--- config.mk ---
export PLATFORM = sky130hd
export DESIGN_NAME = cmr_misc_regs
export DESIGN_NICKNAME = d
export VERILOG_FILES = /design/src/core/cmr_pkg.sv /design/src/core/cmr_align_if.sv /design/src/core/cmr_align_detect.sv /design/src/core/cmr_misc_regs.sv
export SDC_FILE = /design/constraint.sdc
export NUM_CORES = 1
export LEC_CHECK = 0
export BUFFER_PORTS_ARGS = -buffer_cell sky130_fd_sc_hd__buf_2
export CAP_MARGIN = 5
export CORE_MARGIN = 2
export CORE_UTILIZATION = 53
export CTS_CLUSTER_DIAMETER = 60
export DETAILED_ROUTE_END_ITERATION = 12
export GPL_TIMING_DRIVEN = 0
export PLACE_DENSITY_LB_ADDON = 0.12
export SETUP_SLACK_MARGIN = 0.2
export SLEW_MARGIN = 40
export SYNTH_ARGS = -nofsm -noshare
export SYNTH_HDL_FRONTEND = slang
export SYNTH_HIERARCHICAL = 1
export SYNTH_SLANG_ARGS = --single-unit
export TNS_END_PERCENT = 10
--- constraint.sdc ---
create_clock -name clk_i -period 1.41 [get_ports clk_i]
set_input_delay 0.2115 -clock clk_i [delete_from_list [all_inputs] [get_ports clk_i]]
set_output_delay 0.2115 -clock clk_i [all_outputs]
set_load 0.1 [all_outputs]
--- src/core/cmr_pkg.sv ---
/*
   Constants for the miscellaneous control register bank: addresses, field
   positions, reset values and shared types.
   Assumes an 8-bit register address and a 32-bit register data path.
*/
package cmr_pkg;

   localparam int ADDR_W = 8;
   localparam int DATA_W = 32;
   localparam int TEST_W = 28;
   localparam int TEST_N = 5;
   localparam int FCNT_W = 5;
   localparam int LINE_W = 13;
   localparam int GATE_W = 24;

   localparam logic [7:0] A_SOFT_RST = 8'h10;
   localparam logic [7:0] A_OUT_EN = 8'h11;
   localparam logic [7:0] A_PIN_FN = 8'h12;
   localparam logic [7:0] A_ALIGN = 8'h13;
   localparam logic [7:0] A_CORE_RST = 8'h14;
   localparam logic [7:0] A_OSCILLATOR_RESET_N = 8'h15;
   localparam logic [7:0] A_TEST_ONE = 8'h16;
   localparam logic [7:0] A_UPD = 8'h17;
   localparam logic [7:0] A_TEST_A = 8'h18;
   localparam logic [7:0] A_TEST_B = 8'h19;
   localparam logic [7:0] A_TEST_C = 8'h1A;
   localparam logic [7:0] A_TEST_TEN = 8'h1B;
   localparam logic [7:0] A_GSEL = 8'h1C;
   localparam logic [7:0] A_GMASK = 8'h1D;
   localparam logic [7:0] A_UNUSED = 8'h1E;
   localparam logic [7:0] A_HOPT = 8'h1F;

   // Field positions in the alignment control word, then in the update, gate mask and option words
   localparam int B_EXT_EN = 0;
   localparam int B_POL = 1;
   localparam int B_SUSP = 2;
   localparam int B_ENH = 3;
   localparam int B_MASK_LINE = 4;
   localparam int B_MASK_FRAME = 5;
   localparam int B_MASK_VCLK = 6;
   localparam int B_EDGE = 14;
   localparam int B_SHUT = 15;
   localparam int B_GENOUT = 16;
   localparam int B_INC = 17;
   localparam int B_SWS = 24;
   localparam int B_FSHUT = 25;
   localparam int B_UPD_BLK = 13;
   localparam int B_GMASK_EN = 24;
   localparam int B_HCNT14 = 0;
   localparam int B_CLAMP_IL = 1;

   localparam logic [4:0] PIN_FN_RST = 5'h01;
   localparam logic [25:0] ALIGN_RST = 26'h0000061;
   localparam logic [1:0] HOPT_RST = 2'h3;
   localparam logic [TEST_W-1:0] TEST_ONE_RST = 28'h0000001;
   localparam logic [TEST_W-1:0] TEST_TEN_RST = 28'h000000A;
   localparam logic [TEST_W-1:0] TEST_ZERO_RST = 28'h0000000;

   typedef enum logic [1:0]
   {
      OE_OFF = 2'b00,
      OE_WAIT = 2'b01,
      OE_ON = 2'b11
   } cmr_oe_t;

   // Test register slot for an address, TEST_N when not a test register
   function automatic int cmr_test_idx(input logic [7:0] a);
      unique case (a)
         A_TEST_ONE: return 0;
         A_TEST_A: return 1;
         A_TEST_B: return 2;
         A_TEST_C: return 3;
         A_TEST_TEN: return 4;
         default: return TEST_N;
      endcase
   endfunction

endpackage

--- src/core/cmr_align_if.sv ---
/*
   Carrier between the register bank and its alignment pin detector.
   Assumes both ends run on the same clock.
*/
`timescale 1ns/10ps
interface cmr_align_if;
   logic pin;
   logic enable;
   logic polarity;
   logic single_edge;
   logic active;
   logic event_p;
   logic level_s;

   modport det
   (
      input pin, enable, polarity, single_edge,
      output active, event_p, level_s
   );

   modport ctl
   (
      output pin, enable, polarity, single_edge,
      input active, event_p, level_s
   );
endinterface

--- src/core/cmr_align_detect.sv ---
/*
   Synchronises the shared alignment/reset pin and detects alignment edges.
   Assumes the pin is asynchronous to clk_i and enable settings are static
   for a few cycles around an edge.
*/
`timescale 1ns/10ps
module cmr_align_detect
   import cmr_pkg::*;
(
   input wire logic clk_i,
   input wire logic rst_n_i,
   cmr_align_if.det ai
);

   typedef struct packed
   {
      logic s1;
      logic s2;
      logic active;
      logic evt;
   } cmr_det_st_t;

   cmr_det_st_t st_reg;
   cmr_det_st_t st_next;
   logic act_new;

   always_comb
   begin
      st_next = st_reg;
      st_next.s1 = ai.pin;
      st_next.s2 = st_reg.s1;
      act_new = ai.enable && (st_reg.s2 == ai.polarity);
      st_next.active = act_new;
      // Both edges count unless only the leading edge is wanted
      st_next.evt = ai.enable && (act_new != st_reg.active)
         && (!ai.single_edge || act_new);
   end

   always_ff @(posedge clk_i or negedge rst_n_i)
   begin
      if (!rst_n_i)
      begin
         st_reg <= '{s1: 1'b1, s2: 1'b1, default: 1'b0};
      end
      else
      begin
         st_reg <= st_next;
      end
   end

   assign ai.active = st_reg.active;
   assign ai.event_p = st_reg.evt;
   assign ai.level_s = st_reg.s2;

endmodule

--- src/core/cmr_misc_regs.sv ---
/*
   Miscellaneous control register bank of a sensor timing generator.
   Assumes a simple register port clocked by clk_i, and frame/line pulses
   and line count coming from timing logic on the same clock.
*/
// What this block does
// - Writing one to soft reset restores all registers to defaults, bit reads zero
// - Outputs stay inactive while control bit is zero, enable at first frame edge after the update line loads it
// - Pin function bit selects alignment input or active-low reset input, default reset
// - External alignment enable gates the pin; polarity bit picks its active level
// - Clock suspend bit suspends generated clocks while alignment pulse is active
// - Three mask bits mask line pulse, frame pulse, vertical clocks during suspension
// - Single edge bit makes only the leading alignment edge trigger
// - Shutter reset enable resets shutter control after an alignment event
// - General output reset bit resets shutter and general outputs on alignment
// - Field counter increments or clears on each alignment event
// - Software alignment bit triggers one event like the pin, then self-clears
// - Forced shutter reset bit holds shutter control in reset until cleared
// - Timing core reset bar holds core in reset while zero, default zero
// - Oscillator reset bar keeps oscillator powered down while zero, default zero
// - Thirteen-bit update line selects where frame-updated registers load
// - Update block bit holds off all frame-register transfers
// - Gate select field marks which vertical clocks carry sensor gate pulses
// - Override enable lets register gate mask bits replace field register masking
// - Counter width bit, default one, makes the pixel counter fourteen bits
// - Clamp interlock suppresses clamping when preblank and clamp pulse coincide
`timescale 1ns/10ps
module cmr_misc_regs
   import cmr_pkg::*;
(
   input wire logic clk_i,
   input wire logic rst_n_i,
   input wire logic [ADDR_W-1:0] reg_addr_i,
   input wire logic [DATA_W-1:0] reg_wdata_i,
   input wire logic reg_wr_i,
   input wire logic reg_rd_i,
   output logic [DATA_W-1:0] reg_rdata_o,
   input wire logic align_pin_i,
   input wire logic frame_pulse_i,
   input wire logic line_pulse_i,
   input wire logic [LINE_W-1:0] line_count_i,
   input wire logic preblank_window_i,
   input wire logic clamp_pulse_i,
   output logic outputs_active_o,
   output logic pin_reset_n_o,
   output logic timing_core_reset_n_o,
   output logic oscillator_reset_n_o,
   output logic clock_suspend_o,
   output logic line_pulse_mask_o,
   output logic frame_pulse_mask_o,
   output logic vclock_mask_o,
   output logic enhanced_align_o,
   output logic shutter_reset_o,
   output logic genout_reset_o,
   output logic align_event_o,
   output logic [FCNT_W-1:0] field_count_o,
   output logic [GATE_W-1:0] gate_select_o,
   output logic [GATE_W-1:0] gate_mask_o,
   output logic gate_mask_override_o,
   output logic hcount14_o,
   output logic clamp_enable_o
);

   typedef struct packed
   {
      logic out_pend;
      logic out_act;
      cmr_oe_t oe;
      logic [4:0] pin_fn;
      logic [25:0] align;
      logic sw_pend;
      logic core_rst_n;
      logic oscillator_reset_n_n;
      logic [TEST_N-1:0][TEST_W-1:0] test;
      logic [13:0] upd;
      logic [GATE_W-1:0] gsel;
      logic [GATE_W:0] gmask;
      logic [1:0] hopt;
      logic [DATA_W-1:0] rdata;
      logic line_d;
      logic frame_d;
      logic [FCNT_W-1:0] fcnt;
      logic shut_rst;
      logic genout_rst;
      logic evt;
      logic suspend;
      logic m_line;
      logic m_frame;
      logic m_vclk;
      logic clamp_en;
      logic pin_rst_n;
   } cmr_st_t;

   localparam cmr_st_t ST_RST = '{
      oe: OE_OFF,
      pin_fn: PIN_FN_RST,
      align: ALIGN_RST,
      test: {TEST_TEN_RST, TEST_ZERO_RST, TEST_ZERO_RST, TEST_ZERO_RST, TEST_ONE_RST},
      hopt: HOPT_RST,
      clamp_en: 1'b1,
      pin_rst_n: 1'b1,
      default: '0
   };

   cmr_st_t st_reg;
   cmr_st_t st_next;
   cmr_align_if ai ();

   logic soft_wr;
   logic sw_wr;
   logic sw_evt;
   logic sync_evt;
   logic line_rise;
   logic frame_rise;
   logic upd_hit;
   int ti;

   cmr_align_detect u_detect
   (
      .clk_i(clk_i),
      .rst_n_i(rst_n_i),
      .ai(ai)
   );

   // Pin acts as alignment input only when its function bit selects it
   assign ai.pin = align_pin_i;
   assign ai.enable = st_reg.align[B_EXT_EN] && !st_reg.pin_fn[0];
   assign ai.polarity = st_reg.align[B_POL];
   assign ai.single_edge = st_reg.align[B_EDGE];

   assign soft_wr = reg_wr_i && (reg_addr_i == A_SOFT_RST) && reg_wdata_i[0];
   assign sw_wr = reg_wr_i && (reg_addr_i == A_ALIGN) && reg_wdata_i[B_SWS];
   assign sw_evt = st_reg.sw_pend;
   assign sync_evt = ai.event_p || sw_evt;
   assign line_rise = line_pulse_i && !st_reg.line_d;
   assign frame_rise = frame_pulse_i && !st_reg.frame_d;
   assign upd_hit = line_rise && (line_count_i == st_reg.upd[LINE_W-1:0]);

   always_comb
   begin
      st_next = st_reg;
      ti = cmr_test_idx(reg_addr_i);
      st_next.line_d = line_pulse_i;
      st_next.frame_d = frame_pulse_i;
      st_next.rdata = '0;

      // Serial-type registers take the written value on the write itself
      if (reg_wr_i)
      begin
         unique case (reg_addr_i)
            A_OUT_EN: st_next.out_pend = reg_wdata_i[0];
            A_PIN_FN: st_next.pin_fn = reg_wdata_i[4:0];
            A_ALIGN: st_next.align = reg_wdata_i[25:0];
            A_CORE_RST: st_next.core_rst_n = reg_wdata_i[0];
            A_OSCILLATOR_RESET_N: st_next.oscillator_reset_n_n = reg_wdata_i[0];
            A_UPD: st_next.upd = reg_wdata_i[13:0];
            A_GSEL: st_next.gsel = reg_wdata_i[GATE_W-1:0];
            A_GMASK: st_next.gmask = reg_wdata_i[GATE_W:0];
            A_HOPT: st_next.hopt = reg_wdata_i[1:0];
            default:
            begin
               if (ti < TEST_N)
               begin
                  st_next.test[ti] = reg_wdata_i[TEST_W-1:0];
               end
            end
         endcase
      end

      // Command bit is not stored in the word; a new write of one wins over the clear
      st_next.align[B_SWS] = 1'b0;
      st_next.sw_pend = sw_wr;

      // Frame-type register moves to its working copy at the update line
      if (upd_hit && !st_reg.upd[B_UPD_BLK])
      begin
         st_next.out_act = st_reg.out_pend;
      end

      unique case (st_reg.oe)
         OE_OFF:
         begin
            if (st_reg.out_act)
            begin
               st_next.oe = OE_WAIT;
            end
         end
         OE_WAIT:
         begin
            if (!st_reg.out_act)
            begin
               st_next.oe = OE_OFF;
            end
            else if (frame_rise)
            begin
               st_next.oe = OE_ON;
            end
         end
         OE_ON:
         begin
            if (!st_reg.out_act)
            begin
               st_next.oe = OE_OFF;
            end
         end
         default: st_next.oe = OE_OFF;
      endcase

      st_next.evt = sync_evt;
      st_next.genout_rst = sync_evt && st_reg.align[B_GENOUT];
      st_next.shut_rst = st_reg.align[B_FSHUT]
         || (sync_evt && (st_reg.align[B_SHUT] || st_reg.align[B_GENOUT]));
      if (sync_evt)
      begin
         st_next.fcnt = st_reg.align[B_INC] ? FCNT_W'(st_reg.fcnt + 1'b1) : '0;
      end

      st_next.suspend = st_reg.align[B_SUSP] && ai.active;
      st_next.m_line = st_next.suspend && st_reg.align[B_MASK_LINE];
      st_next.m_frame = st_next.suspend && st_reg.align[B_MASK_FRAME];
      st_next.m_vclk = st_next.suspend && st_reg.align[B_MASK_VCLK];

      st_next.clamp_en = !(st_reg.hopt[B_CLAMP_IL] && preblank_window_i
         && clamp_pulse_i);
      st_next.pin_rst_n = st_reg.pin_fn[0] ? ai.level_s : 1'b1;

      // Read data stand in the cycle after the strobe; unmapped addresses read zero
      if (reg_rd_i)
      begin
         unique case (reg_addr_i)
            A_SOFT_RST: st_next.rdata = '0;
            A_OUT_EN: st_next.rdata = {31'h00000000, st_reg.out_pend};
            A_PIN_FN: st_next.rdata = {27'h0000000, st_reg.pin_fn};
            A_ALIGN: st_next.rdata = {6'h00, st_reg.align[25], st_reg.sw_pend,
               st_reg.align[23:0]};
            A_CORE_RST: st_next.rdata = {31'h00000000, st_reg.core_rst_n};
            A_OSCILLATOR_RESET_N: st_next.rdata = {31'h00000000, st_reg.oscillator_reset_n_n};
            A_UPD: st_next.rdata = {18'h00000, st_reg.upd};
            A_GSEL: st_next.rdata = {8'h00, st_reg.gsel};
            A_GMASK: st_next.rdata = {7'h00, st_reg.gmask};
            A_HOPT: st_next.rdata = {30'h00000000, st_reg.hopt};
            default:
            begin
               if (ti < TEST_N)
               begin
                  st_next.rdata = {4'h0, st_reg.test[ti]};
               end
            end
         endcase
      end

      // Soft reset overrides everything else in the same cycle
      if (soft_wr)
      begin
         st_next = ST_RST;
      end
   end

   always_ff @(posedge clk_i or negedge rst_n_i)
   begin
      if (!rst_n_i)
      begin
         st_reg <= ST_RST;
      end
      else
      begin
         st_reg <= st_next;
      end
   end

   assign reg_rdata_o = st_reg.rdata;
   assign outputs_active_o = st_reg.oe[1]; // Only the on code has its upper bit set
   assign pin_reset_n_o = st_reg.pin_rst_n;
   assign timing_core_reset_n_o = st_reg.core_rst_n;
   assign oscillator_reset_n_o = st_reg.oscillator_reset_n_n;
   assign clock_suspend_o = st_reg.suspend;
   assign line_pulse_mask_o = st_reg.m_line;
   assign frame_pulse_mask_o = st_reg.m_frame;
   assign vclock_mask_o = st_reg.m_vclk;
   assign enhanced_align_o = st_reg.align[B_ENH];
   assign shutter_reset_o = st_reg.shut_rst;
   assign genout_reset_o = st_reg.genout_rst;
   assign align_event_o = st_reg.evt;
   assign field_count_o = st_reg.fcnt;
   assign gate_select_o = st_reg.gsel;
   assign gate_mask_o = st_reg.gmask[GATE_W-1:0];
   assign gate_mask_override_o = st_reg.gmask[B_GMASK_EN];
   assign hcount14_o = st_reg.hopt[B_HCNT14];
   assign clamp_enable_o = st_reg.clamp_en;
endmodule

==> flow_metrics.tcl <==
set metrics [dict create \
    status "finished with violations" \
    violations "negative hold slack, negative setup slack" \
    first_pass_iters 9 \
    chipHeight_um 169 \
    drc_errors 0 \
    ys_warn_count 6 \
    clk_path_buf_depth 3 \
    placed_area_um2 15700 \
    crit_type "in -> reg" \
    synth.avg_cell_area_um2 9.07 \
    drtIter0Drc 1607 \
    clkTransAtPathRegs_ns 0.06 \
    insertion_delay_ns 0.52 \
    crit_chain "buf_8 > or4b_4 > buf_12 > buf_12 > buf_4 > nor3_4 > a21oi_1 > a21o_1 > a21oi_2" \
    fin_crit_ns 1.78 \
    power.leakage_nw 9.08 \
    required_ns 1.83 \
    seq_area_frac_synth_pct 50.5 \
    ys_ff_latch 290 \
    hold_ws_ns -0.384 \
    cp_common_cell "buf_12" \
    syn2layout_area_growth_pct 46.0 \
    hold_class "in -> async" \
    vias 13700 \
    synthFlopType "dfrtp_1" \
    ioPinCount 162 \
    grt_pass1_vias 13000 \
    finalCritPeriodShare_pct 126 \
    hpwl_um 35600 \
    fin_ws_ns -0.365 \
    slew-limit-headroom_pct 40.6 \
    grt_setup_unrepaired "yes" \
    synth_edf_count 0 \
    hold_viol 59 \
    cp-end-kind "flop" \
    nets 1897 \
    synth_cells 1587 \
    place_congestion 0.968 \
    grtUsageTotal_pct 36.8 \
    worstPathArrival_ns 2.20 \
    core_um2 26800 \
    drive_above_1_share_pct 38.2 \
    crit_path_max_fanout 7 \
    grt_start_max_net_pins 64 \
    finalSetupViolations 337 \
    async_flop_share_pct 100 \
    dieArea_um2 28500 \
    fmax_mhz 563 \
    postCtsHoldBufs 13 \
    wire_per_inst_um 25.5 \
    io_buffers 129 \
    drtAntennaViolNets 0 \
    syn-cell-area_um2 14400 \
    critPathLaunchType "input port" \
    cts_tree "yes" \
    wirelength_um 56100 \
    yosysUniqueCellTypes 67 \
    numCtsBuffers 34 \
    grt_pass1_wl_um 78600 \
    drv_slew 0 \
    crit_family "simple AND/OR/NAND/NOR gates" \
    fp.dieW_um 169 \
    start_util_pct 53.7 \
    critPathSlowestCell "or4b_4" \
    maxCapViolations 0 \
    fin_skew_ns 0.0116 \
    cp_num_buf_inv 4 \
    largest_register_ff_count 187 \
    ir_worst_vdd_uv 1090 \
    tns_ns -67.45 \
    via_per_inst 6.23 \
    ctsHtreeMaxLevel 2 \
    cts-root-buf "clkbuf_16" \
    clock-sinks 290 \
    final_area_um2 21000 \
    finalPower_w 0.0223 \
    num_rows 60 \
    cpPeakStageDelay_ns 0.55 \
    pwr_density_cell_nw_per_um2 1060 \
    grt_overflow 0 \
    grt_antenna_before_repair 3 \
    worstMarginPinSlew_ns 0.891 \
]
==> per-stage QoR <==
step | instances | util, % | setup slack (ns) | hold WS [ns]
after global routing | 2201 | 78.4 | -0.373 | -0.345
final | 2201 | 78.4 | -0.365 | -0.384
after CTS | 2167 | 71.0 | -0.302 | -0.361
after detailed placement | 2065 | 58.5 | -1.58 | 0.171
after global placement | 2060 | 58.1 | -5.34 | 0.324
after floorplan | 1590 | - | -0.524 | -0.0841
==> Yosys cell counts, drive strengths merged, types with 7 or more instances <==
cell	count	area share (%)
o22ai	23	1.0
dfrtp	277	48
a221oi	8	0.53
mux2	22	1.7
mux2i	11	0.76
xnor2	14	0.85
a211oi	12	0.87
nor2	44	1.3
dfstp	13	2.4
a22oi	10	0.52
o21ai	30	1.0
inv	7	0.18
and2	18	0.79
buf	174	8.8
a21oi	242	8.4
nor3	17	0.90
nand3	67	2.4
o221ai	7	0.43
a222oi	14	0.97
and3	19	0.83
mux4	8	1.3
clkbuf	52	1.4
nand2	440	11
==> final timing paths <==
check                                    start             endpoint  slack (ns)  cells after the start
max                              reg_addr_i[6]      reg_rdata_o[13]       -0.37                      9
min                                    rst_n_i     field_count_o[4]       -0.38                      1
max reg2reg                        st_reg[110]          st_reg[289]       -0.33                      5
min reg2reg                u_detect/st_next[2]  u_detect/ai.level_s        0.36                      0
max in group asynchronous              rst_n_i          st_reg[226]        0.74                      3
min in group clk_i             reg_wdata_i[20]          st_reg[161]        0.01                      3
==> report_power, final <==
part	internal, W	switching [W]	leakage, nW
Sequential	0.00878	0.000445	3.94
Combinational	0.00159	0.00254	4.59
Clock	0.00525	0.00364	0.554
==> logic make-up (layout without fill, tap and decap cells) <==
family	after synthesis	in the layout	share of synthesized area [%]
AOI/OAI and AO/OA	370	370	15.1
xor gates and xnor gates	14	14	0.852
adders and majority gates	1	1	0.0869
buffers and inverters	233	502	10.3
DFF	290	290	50.5
muxes	41	41	3.74
other	1	5	0.0261
and+or+nand+nor	637	637	19.3
==> worst register-to-register path, stage by stage, from the launching register on <==
cell and delay [ns]:
dfrtp_1 0.43, xnor2_1 0.23, nand4_1 0.21, nor4_4 0.42, mux2i_1 0.28, nor2_1 0.06
==> cell usage in the layout, fill, tap and decap left out, types with 17 or more instances in the layout <==
master / count
a21oi_1: 185
a21oi_2: 57
buf_12: 121
buf_2: 38
buf_4: 64
buf_6: 111
buf_8: 29
clkbuf_1: 21
clkbuf_16: 45
dfrtp_1: 268
mux2_2: 22
nand2_1: 390
nand2_2: 31
nand2_4: 18
nand3_1: 55
nor2_1: 37
o21ai_1: 17
o22ai_1: 19
==> timing repair <==
action | in CTS | in global routing
hold endpoints to repair | 90 | 50
gates cloned | 2 | 9
resized for setup | 488 | 441
endpoints found under the setup margin | 382 | 381
pin swaps | 32 | 63
buffers inserted | 26 | 24
==> metal layers <==
| metal | up-vias | GRT usage (%) | routed length, um |
|---|---|---|---|
| met3 | 197 | 6.55 | 5800 |
| li1 | 5817 | - | - |
| met5 | - | 0 | 27 |
| met2 | 949 | 57.7 | 26700 |
| met4 | 4 | 13.0 | 2420 |
| met1 | 6739 | 51.8 | 21100 |
==> area by class of cell <==
type / instances / area, um^2
clock inverter: 18 / 195
clock buffer: 43 / 925
buffer: 226 / 2440
sequential: 290 / 7280
timing repair buffer: 208 / 3140
tap: 341 / 427
fill: 1702 / 5780
inverter: 7 / 26.3
multi-input combinational: 1067 / 6580
antenna: 1 / 2.50
Power figures use the tool's default switching activity.
